<file path="src/pkg/bfs_pkg.sv">
// Constants and types for the bit, flag and shift execution unit
package bfs_pkg;
   // APB byte offsets
   localparam logic [7:0] ADDR_CMD   = 8'h00;
   localparam logic [7:0] ADDR_OPND  = 8'h04;
   localparam logic [7:0] ADDR_SW    = 8'h08;
   localparam logic [7:0] ADDR_PC    = 8'h0c;
   localparam logic [7:0] ADDR_IOSEL = 8'h10;
   localparam logic [7:0] ADDR_IODAT = 8'h14;
   localparam logic [7:0] ADDR_STAT  = 8'h18;
   // Status word bit positions
   localparam int SW_C = 0;
   localparam int SW_Z = 1;
   localparam int SW_N = 2;
   localparam int SW_V = 3;
   localparam int SW_S = 4;
   localparam int SW_H = 5;
   localparam int SW_T = 6;
   localparam int SW_I = 7;
   // Engine status register fields
   localparam int STAT_BUSY  = 0;
   localparam int STAT_TAKEN = 1;
   localparam int STAT_CYC   = 4;
   // Reset values
   localparam logic [7:0]  SW_RST   = 8'h00;
   localparam logic [15:0] PC_RST   = 16'h0000;
   localparam logic [7:0]  OPND_RST = 8'h00;
   // Cycle counts reported per operation
   localparam logic [1:0] CYC_ONE = 2'h1;
   localparam logic [1:0] CYC_TWO = 2'h2;

   // Operation codes
   typedef enum logic [4:0] {
      OP_BRANCH_OVERFLOW_CLEAR = 5'h00,
      OP_BRANCH_IRQ_ON         = 5'h01,
      OP_BRANCH_IRQ_OFF        = 5'h02,
      OP_IO_BIT_RAISE          = 5'h03,
      OP_IO_BIT_DROP           = 5'h04,
      OP_SHIFT_LEFT_LOGICAL    = 5'h05,
      OP_SHIFT_RIGHT_LOGICAL   = 5'h06,
      OP_ROTATE_LEFT_CARRY     = 5'h07,
      OP_ROTATE_RIGHT_CARRY    = 5'h08,
      OP_SHIFT_RIGHT_ARITH     = 5'h09,
      OP_NIBBLE_SWAP           = 5'h0a,
      OP_STATUS_FLAG_RAISE     = 5'h0b,
      OP_STATUS_FLAG_DROP      = 5'h0c,
      OP_T_STORE               = 5'h0d,
      OP_T_LOAD                = 5'h0e,
      OP_CARRY_RAISE           = 5'h0f,
      OP_CARRY_DROP            = 5'h10,
      OP_NEG_RAISE             = 5'h11,
      OP_NEG_DROP              = 5'h12,
      OP_ZERO_RAISE            = 5'h13,
      OP_ZERO_DROP             = 5'h14,
      OP_IRQ_RAISE             = 5'h15,
      OP_IRQ_DROP              = 5'h16,
      OP_SIGN_RAISE            = 5'h17,
      OP_SIGN_DROP             = 5'h18,
      OP_OVF_RAISE             = 5'h19,
      OP_OVF_DROP              = 5'h1a,
      OP_T_RAISE               = 5'h1b,
      OP_T_DROP                = 5'h1c,
      OP_HALF_RAISE            = 5'h1d,
      OP_HALF_DROP             = 5'h1e,
      OP_ILLEGAL               = 5'h1f
   } bfs_op_t;

   // Command word written to ADDR_CMD
   typedef struct packed {
      logic [10:0] rsvd;
      logic [4:0]  port;
      logic [7:0]  ofs;
      logic [2:0]  bit_sel;
      bfs_op_t     op;
   } bfs_cmd_t;

   // Shifter result with its flags
   typedef struct packed {
      logic [7:0] res;
      logic       c;
      logic       z;
      logic       n;
      logic       v;
   } bfs_shf_t;

   // Engine states
   typedef enum logic [1:0] {
      ST_IDLE   = 2'b00,
      ST_EXEC   = 2'b01,
      ST_SECOND = 2'b10
   } bfs_st_t;
endpackage

</file>
<file path="src/bfs_core.sv">
// Bit, flag and shift execution unit with its APB register file
// Notes on behaviour
// - Overflow-clear branch adds k+1 to PC if V is 0; 1 or 2 cycles.
// - Branch adds k+1 to PC when interrupt flag I is 1; flags kept.
// - Branch adds k+1 to PC when interrupt flag I is 0; flags kept.
// - I/O bit raise/drop forces bit b of location P; flags kept; 2 cycles.
// - Logical shifts fill with zero and update Z, C, N, V in one cycle.
// - Rotates pass the old carry in and the outgoing bit to carry.
// - Arithmetic right shift keeps sign, bit 0 to carry, updates ZCNV.
// - Nibble exchange swaps high and low halves, no flag changes.
// - Generic raise/drop writes 1 or 0 to status bit s only.
// - T store copies register bit b to T; T load copies T to bit b.
// - Dedicated ops set/clear carry, set/clear negative, set/clear zero.
// - Dedicated ops set or clear the global interrupt flag only.
// - Dedicated ops set and clear the signed-test flag only.
// - Dedicated ops set and clear the overflow flag only.
// - Dedicated ops set and clear T and half-carry, each alone.
module bfs_core #(
   parameter int IO_DEPTH = 32  // I/O locations reachable by bit ops
) (
   input  wire logic        I_CLK,     // Core clock, 250 MHz
   input  wire logic        I_RST_B,   // Synchronous reset, active low
   input  wire logic        I_CE,      // Clock enable, freezes all state
   input  wire logic        I_PSEL,    // APB select
   input  wire logic        I_PENABLE, // APB access phase
   input  wire logic        I_PWRITE,  // APB write
   input  wire logic [7:0]  I_PADDR,   // APB byte address
   input  wire logic [31:0] I_PWDATA,  // APB write data
   output logic      [31:0] O_PRDATA,  // APB read data
   output logic             O_PREADY,  // APB ready
   output logic             O_PSLVERR, // APB error on unmapped address
   output logic             O_BUSY     // Operation in progress
);
   bfs_pkg::bfs_st_t  st_q;
   bfs_pkg::bfs_cmd_t cmd_q;
   bfs_pkg::bfs_shf_t shf;
   logic [15:0] pc_q;
   logic [7:0]  sw_q;
   logic [7:0]  opnd_q;
   logic [4:0]  iosel_q;
   logic [7:0]  io_mem_q [IO_DEPTH];
   logic        taken_q;
   logic [1:0]  cyc_q;
   logic [31:0] prdata_q;
   logic [7:0]  flag_sw;
   logic [7:0]  sw_d;
   logic [7:0]  opnd_d;
   logic [15:0] k_ext;
   logic [15:0] pc_tgt;
   logic [15:0] pc_inc;
   logic        taken;
   logic        io_op;
   logic        shf_op;
   logic        two_cyc;
   logic        commit;
   logic        acc;
   logic        wr_ok;
   logic        launch;
   logic [31:0] rd_mux;

   // Register offsets that answer on the bus
   function automatic logic addr_ok(input logic [7:0] a);
      addr_ok = (a == bfs_pkg::ADDR_CMD)   || (a == bfs_pkg::ADDR_OPND)  ||
                (a == bfs_pkg::ADDR_SW)    || (a == bfs_pkg::ADDR_PC)    ||
                (a == bfs_pkg::ADDR_IOSEL) || (a == bfs_pkg::ADDR_IODAT) ||
                (a == bfs_pkg::ADDR_STAT);
   endfunction

   // Branch condition for the three conditional branches
   function automatic logic br_cond(input bfs_pkg::bfs_op_t op,
                                    input logic [7:0] sw);
      case (op)
         bfs_pkg::OP_BRANCH_OVERFLOW_CLEAR: br_cond = ~sw[bfs_pkg::SW_V];
         bfs_pkg::OP_BRANCH_IRQ_ON:         br_cond = sw[bfs_pkg::SW_I];
         bfs_pkg::OP_BRANCH_IRQ_OFF:        br_cond = ~sw[bfs_pkg::SW_I];
         default:                           br_cond = 1'b0;
      endcase
   endfunction

   // Shifter and flag datapaths
   bfs_shift_unit u_shift (
      .i_op    (cmd_q.op),
      .i_opnd  (opnd_q),
      .i_carry (sw_q[bfs_pkg::SW_C]),
      .o_shf   (shf)
   );

   bfs_flag_unit u_flag (
      .i_op   (cmd_q.op),
      .i_sel  (cmd_q.bit_sel),
      .i_sw   (sw_q),
      .i_opnd (opnd_q),
      .o_sw   (flag_sw)
   );

   // APB handshake and write qualification
   assign acc       = I_PSEL & I_PENABLE & I_CE;
   assign O_PREADY  = I_PSEL & I_PENABLE & I_CE;
   assign O_PSLVERR = acc & ~addr_ok(I_PADDR);
   assign O_PRDATA  = prdata_q;
   assign O_BUSY    = (st_q != bfs_pkg::ST_IDLE);
   assign wr_ok     = acc & I_PWRITE & (st_q == bfs_pkg::ST_IDLE);
   assign launch    = wr_ok & (I_PADDR == bfs_pkg::ADDR_CMD) &
                      (I_PWDATA[4:0] != bfs_pkg::OP_ILLEGAL);

   // Operation decode and timing class
   assign k_ext   = {{8{cmd_q.ofs[7]}}, cmd_q.ofs};
   assign pc_tgt  = pc_q + k_ext + 16'h0001;
   assign pc_inc  = pc_q + 16'h0001;
   assign taken   = br_cond(cmd_q.op, sw_q);
   assign io_op   = (cmd_q.op == bfs_pkg::OP_IO_BIT_RAISE) |
                    (cmd_q.op == bfs_pkg::OP_IO_BIT_DROP);
   assign shf_op  = (cmd_q.op >= bfs_pkg::OP_SHIFT_LEFT_LOGICAL) &
                    (cmd_q.op <= bfs_pkg::OP_SHIFT_RIGHT_ARITH);
   assign two_cyc = taken | io_op;
   assign commit  = ((st_q == bfs_pkg::ST_EXEC) & ~two_cyc) |
                    (st_q == bfs_pkg::ST_SECOND);

   // Next status word and operand
   always_comb
   begin
      sw_d   = flag_sw;
      opnd_d = opnd_q;
      if (shf_op)
      begin
         sw_d[bfs_pkg::SW_C] = shf.c;
         sw_d[bfs_pkg::SW_Z] = shf.z;
         sw_d[bfs_pkg::SW_N] = shf.n;
         sw_d[bfs_pkg::SW_V] = shf.v;
         opnd_d = shf.res;
      end
      else if (cmd_q.op == bfs_pkg::OP_NIBBLE_SWAP)
         opnd_d = shf.res;
      else if (cmd_q.op == bfs_pkg::OP_T_LOAD)
         opnd_d[cmd_q.bit_sel] = sw_q[bfs_pkg::SW_T];
   end

   // Engine sequencer
   always_ff @(posedge I_CLK)
   begin
      if (!I_RST_B)
         st_q <= bfs_pkg::ST_IDLE;
      else if (I_CE)
      begin
         unique case (st_q)
            bfs_pkg::ST_IDLE:
               if (launch)
                  st_q <= bfs_pkg::ST_EXEC;
            bfs_pkg::ST_EXEC:
               st_q <= two_cyc ? bfs_pkg::ST_SECOND
                               : bfs_pkg::ST_IDLE;
            bfs_pkg::ST_SECOND:
               st_q <= bfs_pkg::ST_IDLE;
            default:
               st_q <= bfs_pkg::ST_IDLE;
         endcase
      end
   end

   // Command latch
   always_ff @(posedge I_CLK)
   begin
      if (!I_RST_B)
         cmd_q <= '0;
      else if (I_CE && launch)
         cmd_q <= bfs_pkg::bfs_cmd_t'(I_PWDATA);
   end

   // Program counter
   always_ff @(posedge I_CLK)
   begin
      if (!I_RST_B)
         pc_q <= bfs_pkg::PC_RST;
      else if (I_CE)
      begin
         if (commit)
            pc_q <= taken ? pc_tgt : pc_inc;
         else if (wr_ok && I_PADDR == bfs_pkg::ADDR_PC)
            pc_q <= I_PWDATA[15:0];
      end
   end

   // Status word
   always_ff @(posedge I_CLK)
   begin
      if (!I_RST_B)
         sw_q <= bfs_pkg::SW_RST;
      else if (I_CE)
      begin
         if (commit)
            sw_q <= sw_d;
         else if (wr_ok && I_PADDR == bfs_pkg::ADDR_SW)
            sw_q <= I_PWDATA[7:0];
      end
   end

   // Register operand and result
   always_ff @(posedge I_CLK)
   begin
      if (!I_RST_B)
         opnd_q <= bfs_pkg::OPND_RST;
      else if (I_CE)
      begin
         if (commit)
            opnd_q <= opnd_d;
         else if (wr_ok && I_PADDR == bfs_pkg::ADDR_OPND)
            opnd_q <= I_PWDATA[7:0];
      end
   end

   // I/O space, bit operations write on their second cycle
   always_ff @(posedge I_CLK)
   begin
      if (!I_RST_B)
      begin
         iosel_q <= 5'h00;
         for (int i = 0; i < IO_DEPTH; i++)
            io_mem_q[i] <= 8'h00;
      end
      else if (I_CE)
      begin
         if (commit && io_op)
            io_mem_q[cmd_q.port][cmd_q.bit_sel] <=
               (cmd_q.op == bfs_pkg::OP_IO_BIT_RAISE);
         else if (wr_ok && I_PADDR == bfs_pkg::ADDR_IODAT)
            io_mem_q[iosel_q] <= I_PWDATA[7:0];
         if (wr_ok && I_PADDR == bfs_pkg::ADDR_IOSEL)
            iosel_q <= I_PWDATA[4:0];
      end
   end

   // Record of the last completed operation
   always_ff @(posedge I_CLK)
   begin
      if (!I_RST_B)
      begin
         taken_q <= 1'b0;
         cyc_q   <= 2'h0;
      end
      else if (I_CE && commit)
      begin
         taken_q <= taken;
         cyc_q   <= (st_q == bfs_pkg::ST_SECOND) ? bfs_pkg::CYC_TWO
                                                 : bfs_pkg::CYC_ONE;
      end
   end

   // Read data selection
   always_comb
   begin
      rd_mux = 32'h0000_0000;
      unique case (I_PADDR)
         bfs_pkg::ADDR_CMD:   rd_mux = 32'(cmd_q);
         bfs_pkg::ADDR_OPND:  rd_mux = {24'h000000, opnd_q};
         bfs_pkg::ADDR_SW:    rd_mux = {24'h000000, sw_q};
         bfs_pkg::ADDR_PC:    rd_mux = {16'h0000, pc_q};
         bfs_pkg::ADDR_IOSEL: rd_mux = {27'h0000000, iosel_q};
         bfs_pkg::ADDR_IODAT: rd_mux = {24'h000000, io_mem_q[iosel_q]};
         bfs_pkg::ADDR_STAT:
         begin
            rd_mux[bfs_pkg::STAT_BUSY]  = O_BUSY;
            rd_mux[bfs_pkg::STAT_TAKEN] = taken_q;
            rd_mux[bfs_pkg::STAT_CYC +: 2] = cyc_q;
         end
         default:             rd_mux = 32'h0000_0000;
      endcase
   end

   // Read data captured in the setup phase
   always_ff @(posedge I_CLK)
   begin
      if (!I_RST_B)
         prdata_q <= 32'h0000_0000;
      else if (I_CE && I_PSEL && !I_PENABLE)
         prdata_q <= rd_mux;
   end
endmodule // bfs_core

</file>
<file path="src/bfs_shift_unit.sv">
// Shift, rotate and nibble exchange datapath
module bfs_shift_unit (
   input  wire bfs_pkg::bfs_op_t  i_op,    // Operation
   input  wire logic [7:0]        i_opnd,  // Register operand
   input  wire logic              i_carry, // Old carry flag
   output bfs_pkg::bfs_shf_t      o_shf    // Result and flags
);
   // Result and carry per operation
   always_comb
   begin
      o_shf.res = i_opnd;
      o_shf.c   = i_carry;
      unique case (i_op)
         bfs_pkg::OP_SHIFT_LEFT_LOGICAL:
         begin
            o_shf.res = {i_opnd[6:0], 1'b0};
            o_shf.c   = i_opnd[7];
         end
         bfs_pkg::OP_SHIFT_RIGHT_LOGICAL:
         begin
            o_shf.res = {1'b0, i_opnd[7:1]};
            o_shf.c   = i_opnd[0];
         end
         bfs_pkg::OP_ROTATE_LEFT_CARRY:
         begin
            o_shf.res = {i_opnd[6:0], i_carry};
            o_shf.c   = i_opnd[7];
         end
         bfs_pkg::OP_ROTATE_RIGHT_CARRY:
         begin
            o_shf.res = {i_carry, i_opnd[7:1]};
            o_shf.c   = i_opnd[0];
         end
         bfs_pkg::OP_SHIFT_RIGHT_ARITH:
         begin
            o_shf.res = {i_opnd[7], i_opnd[7:1]};
            o_shf.c   = i_opnd[0];
         end
         bfs_pkg::OP_NIBBLE_SWAP:
            o_shf.res = {i_opnd[3:0], i_opnd[7:4]};
         default:
            o_shf.res = i_opnd;
      endcase
      // Flags follow from the result
      o_shf.z = (o_shf.res == 8'h00);
      o_shf.n = o_shf.res[7];
      o_shf.v = o_shf.res[7] ^ o_shf.c;
   end
endmodule // bfs_shift_unit

</file>
<file path="src/bfs_flag_unit.sv">
// Status word update for flag and T-bit operations
module bfs_flag_unit (
   input  wire bfs_pkg::bfs_op_t  i_op,   // Operation
   input  wire logic [2:0]        i_sel,  // Bit index s or b
   input  wire logic [7:0]        i_sw,   // Current status word
   input  wire logic [7:0]        i_opnd, // Register operand
   output logic      [7:0]        o_sw    // Next status word
);
   logic [4:0] rel;

   // Status bit owned by each dedicated operation pair
   function automatic logic [2:0] fixed_bit(input logic [3:0] pair);
      case (pair)
         4'h0:    fixed_bit = 3'(bfs_pkg::SW_C);
         4'h1:    fixed_bit = 3'(bfs_pkg::SW_N);
         4'h2:    fixed_bit = 3'(bfs_pkg::SW_Z);
         4'h3:    fixed_bit = 3'(bfs_pkg::SW_I);
         4'h4:    fixed_bit = 3'(bfs_pkg::SW_S);
         4'h5:    fixed_bit = 3'(bfs_pkg::SW_V);
         4'h6:    fixed_bit = 3'(bfs_pkg::SW_T);
         default: fixed_bit = 3'(bfs_pkg::SW_H);
      endcase
   endfunction

   assign rel = i_op - bfs_pkg::OP_CARRY_RAISE;

   // One status bit written, the rest kept
   always_comb
   begin
      o_sw = i_sw;
      if (i_op == bfs_pkg::OP_STATUS_FLAG_RAISE)
         o_sw[i_sel] = 1'b1;
      else if (i_op == bfs_pkg::OP_STATUS_FLAG_DROP)
         o_sw[i_sel] = 1'b0;
      else if (i_op == bfs_pkg::OP_T_STORE)
         o_sw[bfs_pkg::SW_T] = i_opnd[i_sel];
      else if (i_op >= bfs_pkg::OP_CARRY_RAISE &&
               i_op <= bfs_pkg::OP_HALF_DROP)
         o_sw[fixed_bit(rel[4:1])] = ~rel[0];
   end
endmodule // bfs_flag_unit

</file>
<file path="config.mk">
export PLATFORM = sky130hd
export DESIGN_NAME = bfs_core
export DESIGN_NICKNAME = d
export VERILOG_FILES = /design/src/pkg/bfs_pkg.sv /design/src/bfs_core.sv /design/src/bfs_shift_unit.sv /design/src/bfs_flag_unit.sv
export SDC_FILE = /design/constraint.sdc
export NUM_CORES = 1
export LEC_CHECK = 0
export ABC_CLOCK_PERIOD_IN_PS = 8700
export BUFFER_PORTS_ARGS = -buffer_cell sky130_fd_sc_hd__buf_2
export CAP_MARGIN = 20
export CORE_ASPECT_RATIO = 1.25
export CORE_MARGIN = 5
export CORE_UTILIZATION = 60
export DETAILED_ROUTE_END_ITERATION = 8
export HOLD_SLACK_MARGIN = 0.02
export MAX_ROUTING_LAYER = met4
export PLACE_DENSITY = 0.88
export SLEW_MARGIN = 20
export SYNTH_ARGS = -nofsm -noshare
export SYNTH_HDL_FRONTEND = slang
export SYNTH_SLANG_ARGS = --single-unit
</file>
<file path="constraint.sdc">
create_clock -name I_CLK -period 8.7 [get_ports I_CLK]
set_clock_uncertainty 0.1 [all_clocks]
set_input_delay 0.435 -clock I_CLK [delete_from_list [all_inputs] [get_ports I_CLK]]
set_output_delay 0.435 -clock I_CLK [all_outputs]
set_load 0.1 [all_outputs]
</file>
After elaboration in Yosys (flattened, before gate mapping)
Memory sizes are Yosys's and may differ from the RTL's. A register that Yosys moved wholly into a read port is not among the register bits.
Cells that the tools add are included.
Widths: inputs -> output; s select.
- RAM bits: 256
- output and inout port bits: 35
- register bits: 106
- ROM bits: 0
- latch bits: 0
- memories kept: 1
- input port bits: 46
- logic and storage cells: 184
- divide/modulo/power cells: 0
- $lt $le $gt $ge: 8
- bitwise gates (word level): 21
- $mul: 0
- add/sub/neg operators: 4
- reductions and logical operators: 40
- shifts and indexed selects: 0
- equality and inequality tests: 36
- multiplexer cells: 59
- memories (memory ; words ; width ; rd ports ; clocked after Yosys merged registers in ; write ports ; RTL line ; source):
    io_mem_q ; 32 ; 8 ; 1 ; 1 ; 32 ; bfs_core.sv:41 ; logic [7:0] io_mem_q [IO_DEPTH];
- operators with widths (operator ; number):
    $pmux 26 s5 ; 1
    $mux 8 ; 15
    $mux 16 ; 3
    $pmux 8 s6 ; 1
    $eq 5x4->1 const B ; 7
    $add 16x1->16 const B ; 2
    $pmux 2 s7 ; 2
    $eq 8x5->1 const B ; 3
    $pmux 3 s7 ; 1
    $eq 5x3->1 const B ; 4
    $mux 5 ; 4
    $add 16x16->16 ; 1
    $bwmux 8 ; 2
    $eq 8x4->1 const B ; 2
    $logic_not 8->1 ; 2
    $reduce_or 8->1 ; 2
    $mux 1 ; 14
    $logic_and 1x1->1 ; 13
    $eq 4x3->1 const B ; 3
    $mux 3 ; 4
    $pmux 2 s6 ; 1
    $eq 5x2->1 const B ; 2
    $and 1x1->1 ; 9
    $and 8x8->8 ; 1
    other kinds (44) ; 69

Longest topological paths before layout
- word-level depth: 18
- depth in mapped cells: 13
- depth with buffers taken out: 12

Cells and area by module
Synthesis repeated with hierarchy kept, for this count alone.
- cell total of the unflattened synthesis: 2098
- area, all modules: 20773.7 µm²
- modules (own cells, without submodules) (module ; cells an instance ; sequential area each (µm²) ; area an instance (µm²) ; instances):
    bfs_core ; 1899 ; 9909.5 ; 19452.4 ; 1
    bfs_flag_unit ; 135 ; 0.0 ; 890.9 ; 1
    bfs_shift_unit ; 64 ; 0.0 ; 430.4 ; 1

Worst setup path before layout
No wires, ideal clock.
- kind: input -> register
- from: input port I_PSEL
- to: memory io_mem_q[20][0], enable pin
- data arrival time: 2.892 ns
- setup slack: 5.406 ns
- path buffers: 1
- cell stages on the path: 9
- required time: 8.298 ns
- setup time: 0.302 ns
- cells stage by stage: nand3_1 inv_1 nand3_1 or3_4 or3_4 o31ai_4 nand3_4 buf_2 o21ai_1
- RTL lines (element ; RTL line ; source):
    start, declared ; bfs_core.sv:24 ; input wire logic I_PSEL,
    end, declared ; bfs_core.sv:41 ;

==> out/results.txt <==
Number of violations of the max-capacitance limit: 0. The library cells used most frequently in the layout, excluding fill and tap cells, are sky130_fd_sc_hd__nor2_1 (334), sky130_fd_sc_hd__o21ai_0 (272), sky130_fd_sc_hd__edfxtp_1 (256). The switching share of power was 0.216. The first global-routing pass estimated 89500 um of wire. The internal power was 2.87 mW; the number of cells produced by synthesis was 2029.

The leakage component of the power is 6.85 nW, and the number of antenna-violating nets in the routed design is 0. The logs give 0.530 for the part of the power in registers and 0.960 for the last weighted congestion value of the routability-driven placer. The worst setup path is captured at a flip-flop. The logs give 0 for the number of diodes added for antenna fixing and 16200 for the via count of the first global-routing pass. The per-cell via count in the routed design was 6.89. Ranked by total cell area, the synthesized netlist is headed by sky130_fd_sc_hd__edfxtp_1 (38%), sky130_fd_sc_hd__dfxtp_1 (11%), sky130_fd_sc_hd__mux4_2 (8.9%), sky130_fd_sc_hd__o21ai_0 (6.7%), sky130_fd_sc_hd__nor2_1 (6.2%). The worst register-to-register path has a depth of 10. Power per unit of standard cell area: 167 nW/um2.

Hold repair after CTS inserted 0 buffers. The run gives 75 as the standard-cell row count. The final routed wire length divided by cell count was 23.6 um.

Yosys mapped a number of flops with a built-in enable equal to 256. Once detailed placement completed, the half-perimeter wirelength came to 37100 um. The tightest min-delay check is of the input port to flip-flop type.

The count of buffers from port buffering is 80. In the final layout, the multi-input gates occupy 9610 um2. The analysis attributes to net switching a power of 790 uW.

The netlist uses 89 different library cells. Number of optimization iterations in the first detailed-route pass: 6. At the worst endpoint, the arrival time is 3780 ps. The path with the worst hold slack has its endpoint at cmd_q[27]$_SDFFE_PN0P_. The logs give 0 ps for the total negative slack and 0 for the number of setup violations in the final report.

For the total count of max-transition violations in the final report, the log shows 0. The worst setup path is launched from an input port. After clock tree synthesis, the setup repair step added 0 buffers.

The instance count along the most critical hold path was 3; the DRC violation count after routing was 0. For the final total power, the log shows 3.66 mW. Leaving out fill and tap cells, the most frequent cell in the layout is sky130_fd_sc_hd__nor2_1. With fillers left out, the area of the finished cells amounts to 21900 um2. Summing every instance area after synthesis gives 20300 um2.

Clock latency on the worst-skew pair, taken at its later pin, is 540 ps. The run gives 0.488 as the sequential fraction of the synthesis area. Area added between synthesis and finish: 7.76%. The setup slack after placement was 4640 ps.

The endpoint identified for the worst register-to-register timing path is sw_q[1]$_SDFFE_PN0P_. The total global-route track usage was 0.306; the part of the power in combinational logic was 0.039. For the worst setup path, the data required time is 8800 ps. Timing would allow up to 0.271 GHz.

The run finished with clean final reports. The tools report the register cell area after layout as 9920 um2. The worst setup path is of the input port to flip-flop kind. The die footprint came out at 37700 um2. For the number of buffers added by the clock tree synthesis step, the log shows 38. The proportion of layout cells with a drive suffix above 1 is 0.169, and the core utilization of the finished layout is 0.653. The H-tree generated during clock tree synthesis spans 2 levels. In this run the worst path has a maximum fanout of 16. Yosys printed 0 warnings. The final worst-path cycle share works out to 0.424. Wires add up to 57200 um. The minimum setup slack among reg-to-reg paths is 5100 ps. Measured along the x axis, the die boundary spans 175 um.

The fraction of registers with async set/reset was 0; the pin count of the biggest net entering global routing was 130. The cell with the largest stage delay on the worst path is sky130_fd_sc_hd__mux2i_4. Counting along the longest clock path gives a buffer depth of 3.

The logs give 175 uV for the highest ir drop seen on vdd and 2207 for the violation count after the first detailed-route iteration. The synthesized design contains 367 register bits. The slew at the pin closest to its max-slew limit came out at 1080 ps.

The overall overflow remaining after global route was 0; the area share of the largest cell type after synthesis was 0.379. The dominant synthesized flop cell is sky130_fd_sc_hd__edfxtp_1. The worst path setup slack after routing was 5010 ps. In this run the most critical hold path is launched from I_PWDATA[27]. Setup repair after global routing left no endpoint under its margin. Die span in y: 216 um.

The critical path goes through buf_2, nor3_1, nand4_1, or3_4, mux2i_4, nand3_2, o21ai_0. 81 I/O pins were placed. The worst register-to-register path begins at cmd_q[0]$_SDFFE_PN0P_. The clock period minus final worst setup slack came out at 3690 ps. The number of clock sinks was 367; the via total after detailed routing was 16700. The mean instance size in the synthesized netlist is 10.0 um2, and the number of instances resized during post-cts repair is 0. After detailed placement, the total cell area comes to 20700 um2. The tree is rooted in a sky130_fd_sc_hd__clkbuf_16. The proportion of power drawn by the clock network came out at 0.431. In this run the standard cell core region covers 33500 um2.

The clock-pin slew of the registers on the worst-case setup and hold paths works out to 60 ps. The tools report the number of hold violations in the final report as 0. The fill cell total of the finished layout is 2411, and the synthesized netlist net count is 2097. The final layout contains 2038 nets. The initial antenna violation count was 0; the worst slew margin relative to its limit was 0.277. In this design, the stage delay of the slowest critical-path cell is 700 ps.

The library cell with the largest summed area after synthesis is sky130_fd_sc_hd__edfxtp_1. TritonCTS built the clock tree. Effective utilization at floorplan: 0.606.
==> worst max-delay path: cells and delay by family <==
kind            cells  cell delay (ps)
compound gates      1              500
buf+inv             1              150
simple gates        4             1970
mux                 1              700
==> flip-flops by register name (all words and copies together), names as in the netlist, 2 cells and up, named ones only <==
signal / flops
cmd_q: 32
opnd_q: 8
io_mem_q: 256
iosel_q: 5
pc_q: 16
sw_q: 8
st_q: 2
O_PRDATA: 32
cyc_q: 2
==> worst max path at each step <==
stage,slack [ps],to,cells past startpoint,from
CTS,5050,pc_q[15]$_SDFFE_PN0P_,11,cmd_q[0]$_SDFFE_PN0P_
finish,5010,io_mem_q[14][0]$_SDFFCE_PN0P_,7,I_PADDR[3]
detailed placement,4640,io_mem_q[14][0]$_SDFFCE_PN0P_,7,I_PADDR[3]
global placement,4850,io_mem_q[13][5]$_SDFFCE_PN0P_,9,I_PADDR[7]
global route,4880,O_PRDATA[3]$_SDFFE_PN0P_,7,flip-flop
floorplan,5410,io_mem_q[20][0]$_SDFFCE_PN0P_,9,I_PSEL
==> Yosys cell counts (all sizes together) (8+ instances only) <==
library cell	n
nor2	338
o21ai	323
edfxtp	256
nand2	158
clkbuf	131
a21oi	119
dfxtp	111
mux4	80
buf	71
nand3	71
mux2i	25
a22oi	24
ha	21
a31oi	18
nor3	18
xnor2	18
and2	17
inv	16
a211oi	15
nor2b	13
nand2b	12
o211ai	11
or2	11
o21a	10
xor2	10
a21o	8
o22ai	8
==> through the flow <==
stage | cells | hold slack (ps)
2_1_floorplan | 2029 | 337
3_3_place_gp | 2353 | 339
3_5_place_dp | 2353 | 344
4_1_cts | 2419 | 23.5
5_1_grt | 2419 | 29.7
6_report | 2419 | 37.6
==> metal layers <==
metal	track usage	vias up	routed length, um
met1	0.361	8021	19900
met3	0.0579	249	5630
met2	0.506	1103	28400
met5	-	-	0
li1	-	7293	-
met4	0.150	0	3270
==> cell type report <==
class | instances | share of cell area
clock buffers | 50 | 0.0493
repair buffers | 103 | 0.0265
multi-input cells | 1444 | 0.439
inverters | 16 | 0.00274
flip-flops and latches | 367 | 0.453
clock inverters | 16 | 0.00486
well taps | 423 | 0.0242
==> power by group through the flow <==
| stage | registers, mW | logic [mW] | clock network (mW) |
|---|---|---|---|
| floorplan | 1.97 | 0.0856 | 0 |
| global placement | 1.97 | 0.131 | 0 |
| detailed placement | 1.97 | 0.138 | 0 |
| CTS | 1.94 | 0.139 | 1.58 |
| global route | 1.94 | 0.152 | 1.65 |
| finish | 1.94 | 0.142 | 1.58 |
==> cell families (layout without fill, tap and decap cells) <==
family | count (synthesis) | in the layout | share of synthesized area
buffers and inverters | 218 | 185 | 0.0456
DFF | 367 | 367 | 0.488
and+or+nand+nor | 684 | 684 | 0.162
adders and majority gates | 22 | 22 | 0.0139
muxes | 112 | 112 | 0.106
AOI/OAI and AO/OA | 598 | 598 | 0.173
xor gates and xnor gates | 28 | 28 | 0.0121
Power figures use the tool's default switching activity.
